==> config.mk <==
export PLATFORM = sky130hd
export DESIGN_NAME = tbi_top
export DESIGN_NICKNAME = d
export VERILOG_FILES = /design/src/tbi_pkg.sv /design/src/tbi_map.sv /design/src/tbi_top.sv
export VERILOG_INCLUDE_DIRS = /design/src
export SDC_FILE = /design/constraint.sdc
export NUM_CORES = 1
export LEC_CHECK = 0
export BUFFER_PORTS_ARGS = -buffer_cell sky130_fd_sc_hd__buf_4
export CAP_MARGIN = 20
export CORE_MARGIN = 2
export CORE_UTILIZATION = 65
export DETAILED_ROUTE_END_ITERATION = 10
export PLACE_DENSITY_LB_ADDON = 0.3
export SETUP_SLACK_MARGIN = 0.3
export SLEW_MARGIN = 20
export SYNTH_ARGS = -nofsm -noshare
export SYNTH_HDL_FRONTEND = slang
export SYNTH_HIERARCHICAL = 1
export SYNTH_SLANG_ARGS = --single-unit
==> constraint.sdc <==
create_clock -name ref_clk -period 30.6 [get_ports ref_clk]
set_input_delay 6.12 -clock ref_clk [delete_from_list [all_inputs] [get_ports ref_clk]]
set_output_delay 6.12 -clock ref_clk [all_outputs]
set_load 0.05 [all_outputs]
==> src/tbi_consts.svh <==
`ifndef TBI_CONSTS_SVH
`define TBI_CONSTS_SVH
// Register byte addresses
`define TBI_ADDR_CTRL 4'h0
`define TBI_ADDR_STAT 4'h4
`define TBI_ADDR_GAP 4'h8
`define TBI_ADDR_B8 4'hc
// Control register field positions
`define TBI_F_MUXSEL 0
`define TBI_F_CLKDIR 1
`define TBI_F_MAP 2
`define TBI_F_FPCLK 4
`define TBI_F_SMPPOL 5
`define TBI_F_FPKIND 6
`define TBI_F_FPPOL 7
`define TBI_F_DBLCLK 8
`define TBI_F_PHASE 9
`define TBI_F_FHOLE 10
`define TBI_F_PCEN 11
`define TBI_F_IRQEN 12
`define TBI_CTRL_W 13
`define TBI_CTRL_RST 13'h0000
// Status register field positions
`define TBI_F_ERR 0
// Timing: reference clock and line rate in Hz
`define TBI_REF_HZ 100000000
`define TBI_T1_HZ 1544000
`define TBI_NCO_STEP (2 * `TBI_T1_HZ)
// Frame lengths in backplane bits
`define TBI_T1_BITS 193
`define TBI_E1_BITS 256
`define TBI_MUX_BITS 1024
// Slot and bit positions used by the rate mappings
`define TBI_STD_FSLOT 26
`define TBI_FBIT_POS 7
`define TBI_STD_LO_END 15
`define TBI_STD_HI_BEG 17
`define TBI_STD_HI_END 25
`define TBI_CONT_END 24
`endif

==> src/tbi_pkg.sv <==
package tbi_pkg;
    // Operating mode of the transmit backplane
    typedef enum logic [1:0] {
        tbi_md_master = 2'b00,
        tbi_md_slv_t1 = 2'b01,
        tbi_md_slv_e1 = 2'b10,
        tbi_md_mux = 2'b11
    } tbi_mode_t;
    // E1-rate to T1 mapping scheme
    typedef enum logic [1:0] {
        tbi_sc_none = 2'b00,
        tbi_sc_std = 2'b01,
        tbi_sc_fill = 2'b10,
        tbi_sc_cont = 2'b11
    } tbi_scheme_t;
endpackage : tbi_pkg

==> src/tbi_map.sv <==
`timescale 1ns/1ps
`include "tbi_consts.svh"
module tbi_map import tbi_pkg::*; (
    input wire tbi_scheme_t scheme, // Selected mapping
    input wire logic [4:0] slot, // System timeslot of the bit
    input wire logic [2:0] bit_idx, // Bit within slot, 0 is first
    output logic keep, // Bit becomes a line channel bit
    output logic push_f, // Bit position that yields the line F-bit
    output logic save_f // Bit to store as next frame's F-bit
);
    // Slot decode per scheme
    function automatic logic keep_slot(input tbi_scheme_t s, input logic [4:0] t);
        case (s)
            tbi_sc_std: keep_slot = (t != 5'h0 && t <= 5'(`TBI_STD_LO_END)) ||
                (t >= 5'(`TBI_STD_HI_BEG) && t <= 5'(`TBI_STD_HI_END));
            tbi_sc_fill: keep_slot = (t != 5'h0) && (t[1:0] != 2'h0); // Three kept, one filler
            tbi_sc_cont: keep_slot = (t != 5'h0) && (t <= 5'(`TBI_CONT_END));
            default: keep_slot = 1'b0;
        endcase
    endfunction : keep_slot

    // Every scheme but tbi_sc_none emits the F-bit at bit 8 of slot 0; stored or live
    always_comb begin
        keep = keep_slot(scheme, slot);
        push_f = (scheme != tbi_sc_none) && (slot == 5'h0) && (bit_idx == 3'(`TBI_FBIT_POS));
        save_f = (scheme == tbi_sc_std) && (slot == 5'(`TBI_STD_FSLOT)) && (bit_idx == 3'h0);
    end
endmodule : tbi_map

==> src/tbi_top.sv <==
// The register offsets and register access over Avalon-MM are this design's own decisions.
`timescale 1ns/1ps
`include "tbi_consts.svh"
// What this block does
// - Non-mux, clock slave, map code nonzero: E1-rate slave using chosen scheme.
// - Mux select set: mux bus pins are inputs, same three scheme codes apply.
// - Master drives clock and frame pulse; system aligns data and signalling to them.
// - Master: one bit picks pulse update edge, another picks sampling edge.
// - Differing edge bits move the frame pulse half a clock earlier.
// - Pulse kind bit: every F-bit or only multiframe's first F-bit.
// - Polarity bit selects active high or active low frame pulse.
// - Master full: continuous 1.544 MHz clock over F-bit and 24 channels.
// - Master fractional: clock pulses removed during holed channels.
// - F-bit hole bit removes the clock pulse during the F-bit.
// - Channel holes cover whole channels or bit 8; holed data ignored.
// - Standard map: slots 1-15 to channels 1-15, 17-25 to 16-24.
// - Standard map: F-bit from slot 26 first bit of previous frame.
// - Filler map: F from bit 8, then keep three bytes, drop one.
// - Continuous map: slots 1-24 to channels, F from bit 8.
// - Clock select bit picks single or double rate backplane clock in E1-rate slave and mux modes.
// - Double clock: phase bit picks data edge; pulse on first edge.
// - Slave: pulse spacing not a whole frame multiple sets error flag.
// - Error flag with its enable drives the active-low interrupt.
// - Master: clock and pulse are outputs; slave: both are inputs.
module tbi_top import tbi_pkg::*; #(
    parameter int FIFO_DEPTH = 256, // Line buffer depth in bits, power of two
    parameter int MF_FRAMES = 12 // Frames per multiframe for the pulse
) (
    input wire logic ref_clk, // Block clock, 100 MHz
    input wire logic arst_n, // Asynchronous reset
    input wire logic [3:0] avs_address, // Byte address
    input wire logic avs_read, // Read request
    input wire logic avs_write, // Write request
    input wire logic [31:0] avs_writedata, // Write data
    output logic [31:0] avs_readdata, // Read data
    output logic avs_waitrequest, // Stall
    input wire logic tx_backplane_clock, // Clock pin level
    output logic tx_backplane_clock_drive, // Clock pin driven value
    output logic tx_backplane_clock_oe, // Clock pin enable
    input wire logic tx_backplane_frame_pulse, // Pulse pin level
    output logic tx_backplane_frame_pulse_drive, // Pulse pin driven value
    output logic tx_backplane_frame_pulse_oe, // Pulse pin enable
    input wire logic tx_backplane_serial_in, // Payload bits
    input wire logic tx_backplane_signalling_in, // Signalling bits
    input wire logic mux_bus_clock, // Mux bus clock
    input wire logic mux_bus_frame_pulse, // Mux bus pulse
    input wire logic mux_bus_serial_in, // Mux bus payload
    input wire logic mux_bus_signalling_in, // Mux bus signalling
    output logic line_data, // Line bit
    output logic line_sig, // Line signalling bit
    output logic line_fmark, // Line bit is the F-bit
    output logic line_valid, // Line bit strobe
    output logic irq_n // Interrupt, active low
);
    localparam int AW = $clog2(FIFO_DEPTH);
    localparam logic [7:0] T1_LAST = 8'(`TBI_T1_BITS - 1);
    localparam logic [7:0] MF_LAST = 8'(MF_FRAMES - 1);

    logic [`TBI_CTRL_W-1:0] ctrl;
    logic [23:0] gap_mask;
    logic [23:0] b8_mask;
    logic err_flag;
    logic done;
    tbi_mode_t mode;
    tbi_scheme_t scheme;

    // Control decode
    wire mux_sel = ctrl[`TBI_F_MUXSEL];
    wire fp_clk_sel = ctrl[`TBI_F_FPCLK];
    wire smp_pol = ctrl[`TBI_F_SMPPOL];
    wire fp_kind = ctrl[`TBI_F_FPKIND];
    wire fp_pol = ctrl[`TBI_F_FPPOL];
    wire ph_sel = ctrl[`TBI_F_PHASE];
    wire pc_en = ctrl[`TBI_F_PCEN];
    wire [23:0] ch_hole = pc_en ? gap_mask : 24'h0; // Channel and bit-8 holes only count with payload enable
    wire [23:0] b8_hole = pc_en ? b8_mask : 24'h0;
    assign scheme = tbi_scheme_t'(ctrl[`TBI_F_MAP +: 2]);

    // Mode selection from mux, direction and map bits
    always_comb begin
        if (mux_sel) begin
            mode = tbi_md_mux;
        end else if (!ctrl[`TBI_F_CLKDIR]) begin
            mode = tbi_md_master;
        end else if (scheme == tbi_sc_none) begin
            mode = tbi_md_slv_t1;
        end else begin
            mode = tbi_md_slv_e1;
        end
    end
    wire master = (mode == tbi_md_master);
    wire dbl = ctrl[`TBI_F_DBLCLK] && (mode == tbi_md_slv_e1 || mode == tbi_md_mux);

    // Bus slave: one wait state, read data captured in the first cycle
    wire req = avs_read | avs_write;
    wire wr_go = avs_write & done;
    wire err_clr = wr_go && (avs_address == `TBI_ADDR_STAT) && avs_writedata[`TBI_F_ERR];
    assign avs_waitrequest = req & ~done;

    function automatic logic [31:0] rd_word(input logic [3:0] a);
        case (a)
            `TBI_ADDR_CTRL: rd_word = {19'h0, ctrl};
            `TBI_ADDR_STAT: rd_word = {31'h0, err_flag};
            `TBI_ADDR_GAP: rd_word = {8'h0, gap_mask};
            `TBI_ADDR_B8: rd_word = {8'h0, b8_mask};
            default: rd_word = 32'h0;
        endcase
    endfunction : rd_word

    always_ff @(posedge ref_clk or negedge arst_n) begin
        if (!arst_n) begin
            done <= 1'b0;
            avs_readdata <= 32'h0;
        end else begin
            done <= req & ~done;
            if (req && !done) begin
                avs_readdata <= rd_word(avs_address);
            end
        end
    end

    // Writable registers, taken at the edge after the one that ends the wait
    always_ff @(posedge ref_clk or negedge arst_n) begin
        if (!arst_n) begin
            ctrl <= `TBI_CTRL_RST;
            gap_mask <= 24'h0;
            b8_mask <= 24'h0;
        end else if (wr_go) begin
            case (avs_address)
                `TBI_ADDR_CTRL: ctrl <= avs_writedata[`TBI_CTRL_W-1:0];
                `TBI_ADDR_GAP: gap_mask <= avs_writedata[23:0];
                `TBI_ADDR_B8: b8_mask <= avs_writedata[23:0];
                default: ;
            endcase
        end
    end

    // Pin synchroniser; a level counts once stages two and three agree
    logic [3:0] pin_raw, sy1, sy2, sy3, pin_st;
    assign pin_raw = mux_sel ? {mux_bus_clock, mux_bus_frame_pulse, mux_bus_serial_in, mux_bus_signalling_in}
                             : {tx_backplane_clock, tx_backplane_frame_pulse,
                                tx_backplane_serial_in, tx_backplane_signalling_in};
    wire [3:0] agree = ~(sy2 ^ sy3);
    always_ff @(posedge ref_clk or negedge arst_n) begin
        if (!arst_n) begin
            sy1 <= 4'h0;
            sy2 <= 4'h0;
            sy3 <= 4'h0;
            pin_st <= 4'h0;
        end else begin
            sy1 <= pin_raw;
            sy2 <= sy1;
            sy3 <= sy2;
            pin_st <= (agree & sy2) | (~agree & pin_st);
        end
    end
    wire st_clk = pin_st[3];
    wire st_fp = pin_st[2];
    wire st_d = pin_st[1];
    wire st_s = pin_st[0];

    // Rate generator at twice the line rate; every wrap is a half period
    logic [26:0] nco;
    logic clk_lvl;
    logic st_clk_d;
    wire [27:0] nco_sum = {1'b0, nco} + 28'(`TBI_NCO_STEP);
    wire nco_wrap = nco_sum >= 28'(`TBI_REF_HZ);
    wire line_tick = nco_wrap & clk_lvl;
    always_ff @(posedge ref_clk or negedge arst_n) begin
        if (!arst_n) begin
            nco <= 27'h0;
            clk_lvl <= 1'b0;
            st_clk_d <= 1'b0;
        end else begin
            nco <= nco_wrap ? 27'(nco_sum - 28'(`TBI_REF_HZ)) : nco_sum[26:0];
            clk_lvl <= clk_lvl ^ nco_wrap;
            st_clk_d <= st_clk;
        end
    end

    // Edges of the backplane clock: own clock as master, pin as slave
    wire m_rise = nco_wrap & ~clk_lvl;
    wire m_fall = nco_wrap & clk_lvl;
    wire rise = master ? m_rise : (st_clk & ~st_clk_d);
    wire fall = master ? m_fall : (~st_clk & st_clk_d);
    wire fp_edge = fp_clk_sel ? rise : fall;
    wire smp_edge = smp_pol ? rise : fall;
    wire launch = smp_pol ? fall : rise;

    // Master frame position and clock holes
    logic [7:0] m_pos;
    logic [7:0] m_frm;
    logic m_fp;
    function automatic logic hole_at(input logic [7:0] p);
        logic [7:0] q;
        q = p - 8'h1;
        if (p == 8'h0) begin
            hole_at = ctrl[`TBI_F_FHOLE];
        end else begin
            hole_at = ch_hole[q[7:3]] | (b8_hole[q[7:3]] & (q[2:0] == 3'h7));
        end
    endfunction : hole_at
    // Process form, so a register write re-evaluates the hole at once
    logic gap_cur;
    always_comb gap_cur = hole_at(m_pos);
    // With unequal edges the pulse is set at the launch before the last bit
    wire [7:0] fp_at = (fp_clk_sel == smp_pol) ? T1_LAST : T1_LAST - 8'h1;

    always_ff @(posedge ref_clk or negedge arst_n) begin
        if (!arst_n) begin
            m_pos <= 8'h0;
            m_frm <= 8'h0;
        end else if (master && launch) begin
            if (m_pos == T1_LAST) begin
                m_pos <= 8'h0; // F-bit plus 24 channels per frame
                m_frm <= (m_frm == MF_LAST) ? 8'h0 : m_frm + 8'h1;
            end else begin
                m_pos <= m_pos + 8'h1;
            end
        end
    end

    // Frame pulse, updated only on its own clock edge
    always_ff @(posedge ref_clk or negedge arst_n) begin
        if (!arst_n) begin
            m_fp <= 1'b0;
        end else if (!master) begin
            m_fp <= 1'b0;
        end else if (fp_edge) begin
            m_fp <= (m_pos == fp_at) && (!fp_kind || m_frm == MF_LAST);
        end
    end

    // Pin drive; holes stretch the low phase through the bit
    assign tx_backplane_clock_oe = master;
    assign tx_backplane_frame_pulse_oe = master;
    assign tx_backplane_clock_drive = master & clk_lvl & ~gap_cur;
    assign tx_backplane_frame_pulse_drive = master & (m_fp ^ fp_pol);

    // Slave alignment: pulse caught once, on the first active edge
    logic fp_last, pending, ph, aligned, f_store;
    logic [9:0] s_pos;
    logic [9:0] flen_last;
    wire fp_act = st_fp ^ fp_pol;
    wire fp_new = !master && fp_edge && fp_act && !fp_last;
    wire cur_ph = fp_new ? 1'b0 : ph;
    wire take = !master && smp_edge && (!dbl || cur_ph == ph_sel);
    wire start = pending | fp_new;
    wire [9:0] next_s_pos = (start || s_pos == flen_last) ? 10'h0 : s_pos + 10'h1;
    wire err_evt = take && start && aligned && (s_pos != flen_last);
    always_comb begin
        case (mode)
            tbi_md_slv_e1: flen_last = 10'(`TBI_E1_BITS - 1);
            tbi_md_mux: flen_last = 10'(`TBI_MUX_BITS - 1);
            default: flen_last = 10'(`TBI_T1_BITS - 1);
        endcase
    end

    always_ff @(posedge ref_clk or negedge arst_n) begin
        if (!arst_n) begin
            fp_last <= 1'b0;
            pending <= 1'b0;
            ph <= 1'b0;
            aligned <= 1'b0;
            s_pos <= 10'h0;
        end else if (master) begin
            pending <= 1'b0;
            aligned <= 1'b0;
        end else begin
            if (fp_edge) begin
                fp_last <= fp_act;
            end
            if (take) begin
                pending <= 1'b0;
            end else if (fp_new) begin
                pending <= 1'b1;
            end
            if (smp_edge && dbl) begin
                ph <= ~cur_ph; // Two active edges per bit
            end
            if (take) begin
                s_pos <= next_s_pos;
                aligned <= aligned | start;
            end
        end
    end

    // Error flag: a new event wins over a clear in the same cycle
    always_ff @(posedge ref_clk or negedge arst_n) begin
        if (!arst_n) begin
            err_flag <= 1'b0;
        end else begin
            err_flag <= err_evt | (err_flag & ~err_clr);
        end
    end
    assign irq_n = ~(err_flag & ctrl[`TBI_F_IRQEN]);

    // E1-rate mapping; only stream 0 of the mux bus belongs to this link
    logic mp_keep, mp_push_f, mp_save_f;
    wire [4:0] s_slot = (mode == tbi_md_mux) ? next_s_pos[9:5] : next_s_pos[7:3];
    wire stream_ok = (mode != tbi_md_mux) || (next_s_pos[4:3] == 2'h0);
    tbi_map u_map (
        .scheme(scheme),
        .slot(s_slot),
        .bit_idx(next_s_pos[2:0]),
        .keep(mp_keep),
        .push_f(mp_push_f),
        .save_f(mp_save_f)
    );
    wire s_ok = take && (start || aligned) && stream_ok;

    // F-bit of the standard map is held for one frame
    always_ff @(posedge ref_clk or negedge arst_n) begin
        if (!arst_n) begin
            f_store <= 1'b0;
        end else if (s_ok && mp_save_f) begin
            f_store <= st_d;
        end
    end

    // Bits that enter the line buffer
    logic push;
    logic [2:0] push_word;
    always_comb begin
        push = 1'b0;
        push_word = 3'h0;
        case (mode)
            tbi_md_master: begin
                if (smp_edge && !gap_cur) begin
                    push = 1'b1; // Holed bits are never taken
                    push_word = {st_d, st_s, m_pos == 8'h0};
                end
            end
            tbi_md_slv_t1: begin
                if (take && (start || aligned)) begin
                    push = 1'b1;
                    push_word = {st_d, st_s, next_s_pos == 10'h0};
                end
            end
            tbi_md_slv_e1, tbi_md_mux: begin
                if (s_ok && mp_push_f) begin
                    push = 1'b1;
                    push_word = {(scheme == tbi_sc_std) ? f_store : st_d, 1'b0, 1'b1};
                end else if (s_ok && mp_keep) begin
                    push = 1'b1;
                    push_word = {st_d, st_s, 1'b0};
                end
            end
            default: ;
        endcase
    end

    // Line buffer: primed to half, then drained at the line rate
    logic [2:0] mem [FIFO_DEPTH];
    logic [AW-1:0] wp, rp;
    logic [AW:0] cnt;
    logic primed;
    wire full = (cnt == (AW+1)'(FIFO_DEPTH));
    wire wr = push & ~full; // Overrun drops the newest bit
    wire rd = line_tick & primed & (cnt != '0);
    always_ff @(posedge ref_clk) begin
        if (wr) begin
            mem[wp] <= push_word;
        end
    end
    always_ff @(posedge ref_clk or negedge arst_n) begin
        if (!arst_n) begin
            wp <= '0;
            rp <= '0;
            cnt <= '0;
            primed <= 1'b0;
        end else begin
            if (wr) begin
                wp <= wp + 1'b1;
            end
            if (rd) begin
                rp <= rp + 1'b1;
            end
            cnt <= cnt + (AW+1)'(wr) - (AW+1)'(rd);
            if (cnt >= (AW+1)'(FIFO_DEPTH / 2)) begin
                primed <= 1'b1; // Half full absorbs the discarded slots
            end else if (line_tick && cnt == '0) begin
                primed <= 1'b0;
            end
        end
    end
    always_ff @(posedge ref_clk or negedge arst_n) begin
        if (!arst_n) begin
            line_valid <= 1'b0;
            {line_data, line_sig, line_fmark} <= 3'h0;
        end else begin
            line_valid <= rd;
            if (rd) begin
                {line_data, line_sig, line_fmark} <= mem[rp];
            end
        end
    end
endmodule : tbi_top

==> run summary <==
Outcome = complete, no violations
Die W = 257 microns
Placer Congestion = 0.833
Core Box Area = 63,100 sq um
Placement Setup Slack = 17,370 ps
Minimum clock period = 13,260 ps
PostCTS Resize Cnt = 0
Synth warn = 6
Via/cell ratio = 6.93
Die height = 257 microns
Tightest Pin Transition = 1190 ps
Cell taking the most area after synthesis = edfxtp_1
Gr usage total = 31.2%
Hold Path Depth = 0
Post-Syn Area = 41,500 sq um
Remaining Overflow, GRT = 0
F_max = 75.4 MHz
Crit path launch type = input port
Cts-stage hold buffer count = 0
Final layout net count = 2,610
Buffers on Ports = 73
Hold Path Class = flip-flop to flip-flop
DR vias = 23,963
Layout area overhead = 10.2%
Final Cell Area = 45,800 sq um
Worst reg2reg startpoint = nco[7]
Crit path required time = 24,480 ps
Static Leakage = 14.9 nW
Clk buf depth = 3
Peak VDD IR = 45.4 uV
Clk pin slew, worst setup/hold paths = 60 ps
Initial DRC count = 3,037
Reg2reg path depth = 24
Top cells by area, synth = edfxtp_1 56%, mux4_2 14%, dfrtp_1 11%, nor3_1 2.7%, mux2_2 2.3%
Initial Utilization = 65.8%
Clk_lat worst skew = 690 ps
Drt total wl = 101 mm
R2R Path End = mem[220][1]
Mapped Avg Cell Area = 16.5 sq um
Setup TNS = 0 ps
Cts bufs inserted = 92
DPL Wire Length = 55.1 mm
Final worst-path cycle share = 43.3%
First-pass GRT wire length = 154 mm
Fraction of registers with async set or reset after synthesis = 19.6%
Yosys top cell area share = 55.5%
DR pass1 iterations = 6
Post-route setup slack = 17,340 ps
Post-synthesis sequential area ratio = 66.8%
R2r setup slk = 21,390 ps
Cells after Synth = 2,523
EDFF count, synth = 768
Layout cells sized above 1 = 24.2%
Pwr per Cell Area = 66.1 nW/um^2
CP endpoint kind = primary output
RSZ-0062 raised after global routing = no
Critical path type = input port to primary output
Die area = 65,900 sq um
Crit path max fanout = 25
Rel. slew slack = 20.3%
Sink Count = 955
Top_reg_cell synth = edfxtp_1
Synth unique cells = 86
Max-slew violation count = 0
Initial antenna violation count = 4
#FFs+latches synth = 955
Largest net degree at the start of global routing = 257
DRT antenna net count = 0
Dpl cell area = 42,600 sq um
Setup repair bufs after CTS = 0
Vias in the first global route = 24,629
CTS Root Cell = clkbuf_16
Max Cap Viol = 0
Final Hold Viols = 0
Hold worst-path end = sy2[0]
Boundary Pins = 90
CTS tree = built
DRC = 0
Endpoints failing setup = 0
WL/cell = 29.3 microns
Data arrival time of the critical path = 7140 ps
HP Start = sy1[0]
Clock skew = 37.4 ps
Row count = 92
H-tree depth = 3
==> routing by layer <==
metal / share of wire, % / track usage (%)
met1: 36 / 42.1
met2: 49 / 49.8
met3: 10 / 7.17
met4: 4.4 / 13.5
met5: 0.038 / 0
==> stage by stage <==
| step | std cells | hold WS [ps] | utilization [%] | power, W |
|---|---|---|---|---|
| floorplan | 2530 | 331 | - | 0.00174 |
| global placement | 3281 | 333 | 67.5 | 0.00184 |
| detailed placement | 3281 | 336 | 67.5 | 0.00186 |
| CTS | 3452 | 349 | 72.4 | 0.00302 |
| global route | 3456 | 353 | 72.6 | 0.00311 |
| finish | 3457 | 348 | 72.6 | 0.00303 |
==> where the power goes <==
part	switching (W)	total, W	internal, W
Clock	0.000504	0.00118	0.000678
Combinational	0.000243	0.000350	0.000107
Sequential	0.0000388	0.00150	0.00146
==> layout by cell type, fill, tap and decap left out, types with 12 or more instances in the layout <==
cell,synthesis,routed
xor2_1,27,27
or2_2,12,12
mux2_2,83,83
nor2b_1,15,14
clkbuf_16,0,93
nor2_1,130,130
o21ai_0,58,58
nand2b_1,23,19
nor3_1,223,223
buf_4,11,93
a21oi_1,37,37
xnor2_1,48,48
dfrtp_1,187,182
clkinv_2,0,17
inv_1,40,40
ha_1,28,28
nand3_1,36,36
mux4_2,261,261
a22oi_1,24,24
nand2_1,111,111
and3_1,20,20
edfxtp_1,768,768
bufinv_16,0,12
nand4_1,24,24
clkbuf_1,120,19
==> final cells by class <==
type	instances	area, sq um
Antenna cell	1	2.50
Multi-Input combinational cell	1340	12800
Clock buffer	118	2480
Sequential cell	955	27800
Inverter	40	150
Fill cell	3667	17300
Timing Repair Buffer	104	916
Clock inverter	53	622
Tap cell	846	1060
==> cell families (layout without fill, tap and decap cells) <==
family,count (synthesis),count (layout),synth area share [%]
buffers and inverters,235,315,2.54
and+or+nand+nor,653,653,7.88
xor gates and xnor gates,76,76,1.62
muxes,354,354,16.6
AOI/OAI and AO/OA,216,216,3.53
DFF,955,955,66.8
adders and majority gates,33,33,0.988
other,1,9,0.00903
==> cells in the mapped netlist (5+ instances only) <==
| cell type | number |
|---|---|
| edfxtp_1 | 768 |
| mux4_2 | 261 |
| nor3_1 | 223 |
| dfrtp_1 | 187 |
| nor2_1 | 130 |
| clkbuf_1 | 120 |
| nand2_1 | 111 |
| mux2_2 | 83 |
| o21ai_0 | 58 |
| xnor2_1 | 48 |
| inv_1 | 40 |
| buf_2 | 39 |
| a21oi_1 | 37 |
| nand3_1 | 36 |
| ha_1 | 28 |
| xor2_1 | 27 |
| a22oi_1 | 24 |
| nand4_1 | 24 |
| nand2b_1 | 23 |
| and3_1 | 20 |
| nor2b_1 | 15 |
| buf_1 | 14 |
| or2_2 | 12 |
| buf_4 | 11 |
| buf_6 | 11 |
| mux2i_1 | 10 |
| o31ai_1 | 9 |
| a21o_1 | 8 |
| nand3b_1 | 8 |
| o211ai_1 | 8 |
| a21boi_0 | 7 |
| nor4_1 | 7 |
| o2111ai_1 | 7 |
| a211oi_1 | 6 |
| a31oi_1 | 6 |
| o22ai_1 | 6 |
| and2_1 | 5 |
| nand4b_1 | 5 |
| or3_1 | 5 |
==> flip-flops by register name, indices dropped and copies added, names as in the netlist, 4 cells and up, named ones only <==
signal	count
b8_mask	24
mem	768
ctrl	13
m_pos	8
cnt	9
m_frm	8
gap_mask	24
s_pos	10
wp	8
sy3	4
nco	20
avs_readdata	24
rp	8
sy2	4
sy1	4
==> worst max-delay path by stage <==
stage / start / cells after the start / slack, ps / to
after floorplan: nco[7] / 21 / 16830 / mem[0][2]
after global placement: avs_write / 5 / 17380 / avs_waitrequest
after detailed placement: avs_write / 5 / 17370 / avs_waitrequest
after CTS: avs_write / 5 / 17360 / avs_waitrequest
after global routing: avs_write / 5 / 17270 / avs_waitrequest
final: avs_write / 5 / 17340 / avs_waitrequest
==> worst max-delay path: stages <==
cell and delay (ps):
buf_4 130, nor2_1 80, or2_2 440, inv_1 140, buf_4 220
Power figures use the tool's default switching activity.
